$ cat src/design/bfsf_map.svh
`ifndef BFSF_MAP_SVH
`define BFSF_MAP_SVH

// Bit positions of the flags within the fault status word
`define BFSF_BIT_UNSTACK  11
`define BFSF_BIT_DEFERRED 10
`define BFSF_BIT_EXACT    9

// Index of each flag within the local flag vector
`define BFSF_IDX_EXACT    0
`define BFSF_IDX_DEFERRED 1
`define BFSF_IDX_UNSTACK  2

`define BFSF_NFLAGS       3
`define BFSF_FLAG_RST     3'h0
`define BFSF_ADDR_RST     32'h0000_0000

`endif

$ cat src/design/bfsf_pkg.sv
`include "bfsf_map.svh"

package bfsf_pkg;
  typedef logic [`BFSF_NFLAGS-1:0] bfsf_flags_t;
  typedef logic [31:0]             bfsf_word_t;
  typedef logic [7:0]              bfsf_prio_t;
endpackage

$ cat src/design/bfsf_flag_if.sv
`timescale 1ns/1ps
`default_nettype none
`include "bfsf_map.svh"

interface bfsf_flag_if;
  bfsf_pkg::bfsf_flags_t set;
  bfsf_pkg::bfsf_flags_t clr;
  bfsf_pkg::bfsf_flags_t q;
  modport ctl  (output set, output clr, input q);
  modport bank (input set, input clr, output q);
endinterface

`default_nettype wire

$ cat src/design/bfsf_flag_bank.sv
`timescale 1ns/1ps
`default_nettype none
`include "bfsf_map.svh"

module bfsf_flag_bank (
  input  wire logic  clk_sys_i,
  input  wire logic  sys_rst_i,
  bfsf_flag_if.bank  flg
);

  bfsf_pkg::bfsf_flags_t q;
  // A net, since each bit has its own driver in the loop below
  wire   bfsf_pkg::bfsf_flags_t next_q;

  genvar g;
  generate
    for (g = 0; g < `BFSF_NFLAGS; g = g + 1)
    begin : g_flag
      // Set beats a same-cycle clear so no fault event is lost
      assign next_q[g] = flg.set[g] | (q[g] & ~flg.clr[g]); // RL9 RL11
    end
  endgenerate

  always_ff @(posedge clk_sys_i)
  begin
    if (sys_rst_i)
      q <= `BFSF_FLAG_RST; // RL11
    else
      q <= next_q;
  end

  assign flg.q = q;

endmodule // bfsf_flag_bank

`default_nettype wire

$ cat src/design/bfsf_top.sv
// Notes on behaviour
// RL1 - Unstack bus fault sets flag bit 11
// RL2 - Unstack fault chains straight into handler
// RL3 - Unstack fault: SP kept, no save, no address
// RL4 - Deferred data error sets flag bit 10
// RL5 - Deferred error captures no fault address
// RL6 - Deferred error waits while running priority higher
// RL7 - Exact fault before entry keeps deferred flag
// RL8 - Exact data error flag bit 9
// RL9 - Software clears a flag by writing one
// RL10 - Exact error loads address, stacks faulting PC
// RL11 - Flags reset to zero, sticky until cleared
`timescale 1ns/1ps
`default_nettype none
`include "bfsf_map.svh"

module bfsf_top (
  input  wire logic                clk_sys_i,
  input  wire logic                sys_rst_i,
  input  wire logic                unstack_fault_i,
  input  wire logic                deferred_err_i,
  input  wire logic                exact_err_i,
  input  wire bfsf_pkg::bfsf_word_t exact_addr_i,
  input  wire bfsf_pkg::bfsf_word_t exact_pc_i,
  input  wire bfsf_pkg::bfsf_prio_t run_prio_i,
  input  wire bfsf_pkg::bfsf_prio_t bus_fault_prio_i,
  input  wire logic                sw_wr_i,
  input  wire bfsf_pkg::bfsf_word_t sw_wdata_i,
  output logic                     unstack_fault_flag_o,
  output logic                     deferred_data_error_flag_o,
  output logic                     exact_data_error_flag_o,
  output bfsf_pkg::bfsf_word_t     bus_fault_location_reg_o,
  output bfsf_pkg::bfsf_word_t     stacked_ret_addr_o,
  output logic                     save_req_o,
  output logic                     chain_req_o,
  output logic                     fault_req_o,
  output logic                     deferred_pending_o
);

  bfsf_flag_if flg ();

  bfsf_flag_bank u_bank (
    .clk_sys_i (clk_sys_i),
    .sys_rst_i (sys_rst_i),
    .flg       (flg.bank)
  );

  // Write-one-to-clear decode, shared by all three flags
  function automatic logic clr_hit(
    input logic                 wr,
    input bfsf_pkg::bfsf_word_t data,
    input int                   pos
  );
    clr_hit = wr & data[pos];
  endfunction

  // Event and clear strobes, one bit per flag
  wire   bfsf_pkg::bfsf_flags_t set_vec;
  wire   bfsf_pkg::bfsf_flags_t clr_vec;

  // Each flag is set by its own event only, so an exact error leaves
  // a deferred flag already standing untouched
  assign set_vec[`BFSF_IDX_UNSTACK]  = unstack_fault_i; // RL1
  assign set_vec[`BFSF_IDX_DEFERRED] = deferred_err_i;  // RL4
  assign set_vec[`BFSF_IDX_EXACT]    = exact_err_i;     // RL8 RL7

  assign clr_vec[`BFSF_IDX_UNSTACK]  =
    clr_hit(sw_wr_i, sw_wdata_i, `BFSF_BIT_UNSTACK);  // RL9
  assign clr_vec[`BFSF_IDX_DEFERRED] =
    clr_hit(sw_wr_i, sw_wdata_i, `BFSF_BIT_DEFERRED); // RL9
  assign clr_vec[`BFSF_IDX_EXACT]    =
    clr_hit(sw_wr_i, sw_wdata_i, `BFSF_BIT_EXACT);    // RL9

  // Whole words go to the bank, so each interface signal has one driver
  assign flg.set = set_vec;
  assign flg.clr = clr_vec;

  // Numerically lower priority value means more urgent
  wire   run_outranks;
  wire   deferred_seen;
  wire   deferred_now;
  wire   next_pending;
  logic  pending;

  assign run_outranks  = run_prio_i < bus_fault_prio_i;
  assign deferred_seen = deferred_err_i | pending;
  // Asynchronous error waits out every more urgent context
  assign deferred_now  = deferred_seen & ~run_outranks; // RL6
  assign next_pending  = deferred_seen & run_outranks;  // RL6

  always_ff @(posedge clk_sys_i)
  begin
    if (sys_rst_i)
    begin
      pending <= 1'h0;
    end
    else
    begin
      pending <= next_pending;
    end
  end

  // Request strobes for the exception sequencer
  wire   next_chain;
  wire   next_save;
  wire   next_fault;

  // Unstack chains without a new save, so the old frame and SP stay
  assign next_chain = unstack_fault_i;                 // RL2 RL3
  assign next_save  = exact_err_i & ~unstack_fault_i;  // RL3 RL10
  assign next_fault = unstack_fault_i | exact_err_i | deferred_now; // RL6

  // Only a precise error knows its address; deferred and unstack
  // faults leave the location register as it was
  wire   load_addr;
  assign load_addr = exact_err_i; // RL10 RL5 RL3

  always_ff @(posedge clk_sys_i)
  begin
    if (sys_rst_i)
    begin
      bus_fault_location_reg_o <= `BFSF_ADDR_RST;
    end
    else if (load_addr)
    begin
      bus_fault_location_reg_o <= exact_addr_i; // RL10 RL5 RL3
    end
  end

  // Stacked return address points back at the faulting access
  always_ff @(posedge clk_sys_i)
  begin
    if (sys_rst_i)
    begin
      stacked_ret_addr_o <= `BFSF_ADDR_RST;
    end
    else if (load_addr)
    begin
      stacked_ret_addr_o <= exact_pc_i; // RL10
    end
  end

  always_ff @(posedge clk_sys_i)
  begin
    if (sys_rst_i)
    begin
      chain_req_o <= 1'h0;
    end
    else
    begin
      chain_req_o <= next_chain; // RL2
    end
  end

  always_ff @(posedge clk_sys_i)
  begin
    if (sys_rst_i)
    begin
      save_req_o <= 1'h0;
    end
    else
    begin
      save_req_o <= next_save; // RL3
    end
  end

  // A deferred error reaches here only once it may be taken
  always_ff @(posedge clk_sys_i)
  begin
    if (sys_rst_i)
    begin
      fault_req_o <= 1'h0;
    end
    else
    begin
      fault_req_o <= next_fault; // RL6
    end
  end

  // Flag copies, registered so every output comes from a flop
  wire   unstack_q;
  wire   deferred_q;
  wire   exact_q;

  assign unstack_q  = flg.q[`BFSF_IDX_UNSTACK];
  assign deferred_q = flg.q[`BFSF_IDX_DEFERRED];
  assign exact_q    = flg.q[`BFSF_IDX_EXACT];

  always_ff @(posedge clk_sys_i)
  begin
    if (sys_rst_i)
    begin
      unstack_fault_flag_o <= 1'h0;
    end
    else
    begin
      unstack_fault_flag_o <= unstack_q;
    end
  end

  always_ff @(posedge clk_sys_i)
  begin
    if (sys_rst_i)
    begin
      deferred_data_error_flag_o <= 1'h0;
    end
    else
    begin
      deferred_data_error_flag_o <= deferred_q;
    end
  end

  always_ff @(posedge clk_sys_i)
  begin
    if (sys_rst_i)
    begin
      exact_data_error_flag_o <= 1'h0;
    end
    else
    begin
      exact_data_error_flag_o <= exact_q;
    end
  end

  // Mirror of the hold, so the sequencer can see the wait
  always_ff @(posedge clk_sys_i)
  begin
    if (sys_rst_i)
    begin
      deferred_pending_o <= 1'h0;
    end
    else
    begin
      deferred_pending_o <= next_pending;
    end
  end

endmodule // bfsf_top

`default_nettype wire

$ cat config.mk
export PLATFORM = sky130hd
export DESIGN_NAME = bfsf_top
export DESIGN_NICKNAME = d
export VERILOG_FILES = /design/src/design/bfsf_pkg.sv /design/src/design/bfsf_flag_if.sv /design/src/design/bfsf_flag_bank.sv /design/src/design/bfsf_top.sv
export VERILOG_INCLUDE_DIRS = /design/src /design/src/design
export SDC_FILE = /design/constraint.sdc
export NUM_CORES = 1
export LEC_CHECK = 0
export BUFFER_PORTS_ARGS = -buffer_cell sky130_fd_sc_hd__buf_2
export CAP_MARGIN = 0
export CORE_MARGIN = 5
export CORE_UTILIZATION = 37
export CTS_CLUSTER_DIAMETER = 200
export DETAILED_ROUTE_END_ITERATION = 10
export GPL_ROUTABILITY_DRIVEN = 0
export PLACE_DENSITY_LB_ADDON = 0.05
export SKIP_LAST_GASP = 1
export SYNTH_ARGS = -nofsm -noshare
export SYNTH_HDL_FRONTEND = slang
export SYNTH_HIERARCHICAL = 1
export SYNTH_SLANG_ARGS = --single-unit
$ cat constraint.sdc
create_clock -name clk_sys_i -period 1.3 [get_ports clk_sys_i]
set_input_delay 0.26 -clock clk_sys_i [delete_from_list [all_inputs] [get_ports clk_sys_i]]
set_output_delay 0.26 -clock clk_sys_i [all_outputs]
set_load 0.1 [all_outputs]
Yosys cells after proc, flatten, opt, wreduce, memory -nomap -nowiden
Cells that the tools add are included.
- bits in registers: 74
- bits of input ports: 118
- output and inout port bits: 71
- logic and storage cells: 31
- magnitude comparators: 1
- bitwise gates (word level): 20
- operators by type and width (operator ; count):
    bitwise AND 1 bit ; 9
    less-than comparator 8 bit ; 1
    bitwise OR 1 bit ; 6
    NOT 1 bit ; 5

Longest topological paths before layout
- word-level depth: 4
- depth in mapped cells: 6
- mapped depth without buffers: 6

By module
Netlist, hierarchy kept.
- by module, submodules not included (module ; instances ; cells an instance ; area each (um^2) ; sequential area each (um^2)):
    bfsf_top ; 1 ; 252 ; 2668.8 ; 1421.4
    bfsf_flag_bank ; 1 ; 12 ; 105.1 ; 60.1

Worst setup path before layout
No wires, ideal clock.
- path type: register -> register
- start point: register, netlist name deferred_pending_o
- end point: register deferred_pending_o
- library setup time: 58 ps
- data arrival time: 1436 ps
- required time: 1242 ps
- slack: -194 ps
- stages on the path, launching flop included: 4
- path buffers: 0
- clock period less this slack: 1494 ps
- cells stage by stage: dfxtp_1 nor2_1 nor4_1 and2_2
- RTL lines (item ; line ; text):
    end signal, assigned ; bfsf_top.sv:234 ; deferred_pending_o <= next_pending;
    end, declared ; bfsf_top.sv:37 ; output logic deferred_pending_o

Worst setup path after layout
- start point: register bus_fault_location_reg_o[13]
- end point: output port bus_fault_location_reg_o[13]
- RTL lines (item ; line ; text):
    start, declared ; bfsf_top.sv:32 ; output bfsf_pkg::bfsf_word_t bus_fault_location_reg_o,
    start signal, assigned ; bfsf_top.sv:122 ; bus_fault_location_reg_o <= `BFSF_ADDR_RST;
    start signal, assigned ; bfsf_top.sv:126 ; bus_fault_location_reg_o <= exact_addr_i;
No word-level cell between the ends.

==> run summary <==
Outcome: finished, final reports clean
Vias in the first global route: 2436
Via count: 2328
Final number of hold-violating endpoints: 0
# setup viols final: 0
First-pass GRT wire length: 11250 um
Period Utilization, post-route: 0.9017
Slew Viols, Final: 0
Fraction of layout cells with a size suffix above 1: 0.4242
Vias per cell: 4.409
Syn_nets: 389
DRT Pass-1 Iters: 4
RSZ-0062 raised after global routing: no
Congestion Overflow GR: 0
Post-synthesis compound-gate area fraction: 0.02165
Final Non-Filler Cells: 528
Nets: 549
Worst R2R Path Depth: 3
Slew HR: 0.8303
Clock Skew: 0.3073 ps
Drt first-iter violations: 21
Critical path's slowest cell: dfxtp_1
WL per Instance: 13.60 um
Largest family of logic cells by synthesized area: multiplexers
Leakage: 0.002377 uW
Area Overhead vs Synth: 79.03%
R2r setup slk: 480 ps
Most frequent cells in the layout: 87 x buf_2, 75 x buf_12, 73 x dfxtp_1, 68 x nor2_1, 64 x mux2i_1
Clock buffer depth: 2
Top-area cell type share of the netlist area: 0.5341
CTS Buf Count: 9
CP required: 1040 ps
Starting Density: 0.3804
Most common cell after layout, fill and taps aside: buf_2
Seq cells post-synth: 74
Post-Place Cells: 512
Worst min path class: in2reg
# rows: 31
Setup Total Neg Slack: 0 ps
Crit start category: flop
Reg2reg start: deferred_pending_o$_SDFF_PP0_
Synth top area cells: dfxtp_1 53%, mux2i_1 23%, nor2_1 9.2%
CP Class: reg2out
Worst Path Max Fanout: 2
Largest net degree at the start of global routing: 49
Die X: 96.59 um
Clk sinks: 74
Root Driver: clkbuf_8
Delay-heaviest family, CP: flip-flops
Largest stage delay, worst path: 390 ps
Cell Pwr Density: 1300 mW/mm2
CTS Hold Bufs: 0
Initial antenna violation count: 0
Worst-margin pin slew: 252.3 ps
WP buf/inv: 1
Post-DRT Antenna Nets: 0
Yosys warning total: 6
Total power: 6455 uW
CP Cell Sequence: buf_12
Total track usage: 0.1577
Yosys top cell by area: dfxtp_1
Port bufs: 159
Post-CTS resize count: 0
Core area: 0.007292 mm2
Hold Crit Start: exact_pc_i[14]
Syn Area/Cell: 10.51 um2
H-Tree Level Count: 3
Crit path capture type: primary output
Peak supply drop: 0.0007461 V
Synth Area in Simple Gates: 0.1267
Cell Area, Synth: 0.002774 mm2
WHS Endpoint: stacked_ret_addr_o[14]$_SDFFE_PP0P_
WP data arrival: 910 ps
Mux cell area share after synthesis: 0.2309
Die Span Y: 96.59 um
Fmax: 853.1 MHz
Fin util: 0.6810
Reg2reg end: deferred_pending_o$_SDFF_PP0_
DR DRC count: 0
Antenna Cells: 0
Adder-cell share of the synthesized area: 0.03157
Worst-path clk slew: 80 ps
Post-Synth XOR/XNOR Area: 0
Hold path depth: 3
Max-Cap Viols: 0
DRT Wirelength: 7183 um
Post-CTS Setup Repair Bufs: 0
Sequential fraction of the synthesis area: 0.5341
CTS tree: done
# IOs: 189
Worst skew pair latency: 320 ps
Die ar.: 0.009329 mm2
Final min period: 1172 ps
Dpl hpwl: 5678 um
Netlist cell types: 24
Mapped Cells: 264
-- worst max path at each step --
stage                                                           to  cells past startpoint                                      start  slack [ps]
final                                 bus_fault_location_reg_o[13]                      1  bus_fault_location_reg_o[13]$_SDFFE_PP0P_         130
after global placement                      fault_req_o$_SDFF_PP0_                      5                              run_prio_i[2]         -70
after global routing                        stacked_ret_addr_o[11]                      1        stacked_ret_addr_o[11]$_SDFFE_PP0P_          70
after detailed placement                    fault_req_o$_SDFF_PP0_                      6                        bus_fault_prio_i[2]        -130
after CTS                                   stacked_ret_addr_o[11]                      1        stacked_ret_addr_o[11]$_SDFFE_PP0P_         100
after floorplan           bus_fault_location_reg_o[0]$_SDFFE_PP0P_                      2   bus_fault_location_reg_o[0]$_SDFFE_PP0P_          60
-- per-layer routing --
layer,vias up,GRT usage,part of all wire
met4,0,0.06308,0.012
met5,-,0,0
li1,1193,-,-
met3,8,0.07359,0.12
met2,97,0.2586,0.48
met1,1030,0.1770,0.39
-- power by group --
| group | internal (uW) | switching [uW] | leakage, uW | total (uW) |
|---|---|---|---|---|
| Sequential | 2400 | 132 | 0.000612 | 2540 |
| Combinational | 748 | 1230 | 0.00166 | 1970 |
| Clock | 1130 | 815 | 0.000109 | 1940 |
| Total | 4280 | 2170 | 0.00238 | 6450 |
-- Yosys cell counts --
cell,n
dfxtp_1,74
nor2_1,68
mux2i_1,64
inv_1,10
clkbuf_1,7
ha_1,7
nor2b_1,4
a21oi_1,3
and2_1,3
buf_4,3
nand2b_1,3
a211oi_1,2
buf_2,2
buf_6,2
buf_8,2
nor4_1,2
a211o_1,1
a221oi_1,1
and2_2,1
clkinv_1,1
nand4_1,1
nor3b_1,1
o211ai_1,1
o21ai_0,1
-- registers in the layout, summed over array words and instances (netlist names) --
| signal | flops |
|---|---|
| chain_req_o | 1 |
| save_req_o | 1 |
| deferred_pending_o | 1 |
| unstack_fault_flag_o | 1 |
| deferred_data_error_flag_o | 1 |
| fault_req_o | 1 |
| stacked_ret_addr_o | 32 |
| exact_data_error_flag_o | 1 |
| bus_fault_location_reg_o | 32 |
| u_bank/flg.q | 3 |
-- metrics by stage --
stage | instance area (um2) | worst slack (ps) | hold slack, ps
after floorplan | 2775 | 60.04 | 329.1
after global placement | 4747 | -69.11 | 450.6
after detailed placement | 4747 | -126.7 | 459.2
after CTS | 4966 | 102.5 | 143.4
after global routing | 4966 | 70.72 | 145.5
final | 4966 | 127.8 | 161.5
-- final cells by class --
cell class | instances | area (um2)
Tap cell | 99 | 123.9
Multi-Input combinational cell | 163 | 1140
Clock buffer | 11 | 141.4
Timing Repair Buffer | 165 | 1959
Sequential cell | 74 | 1483
Clock inverter | 5 | 77.57
Inverter | 11 | 41.29
Fill cell | 576 | 2326
-- cells by family after synthesis --
family / count (synthesis)
buffers and inverters: 27
AOI/OAI and AO/OA: 9
adders and majority gates: 7
muxes: 64
and+or+nand+nor: 83
DFF: 74
Note: power is estimated with default switching activity, not from simulation.
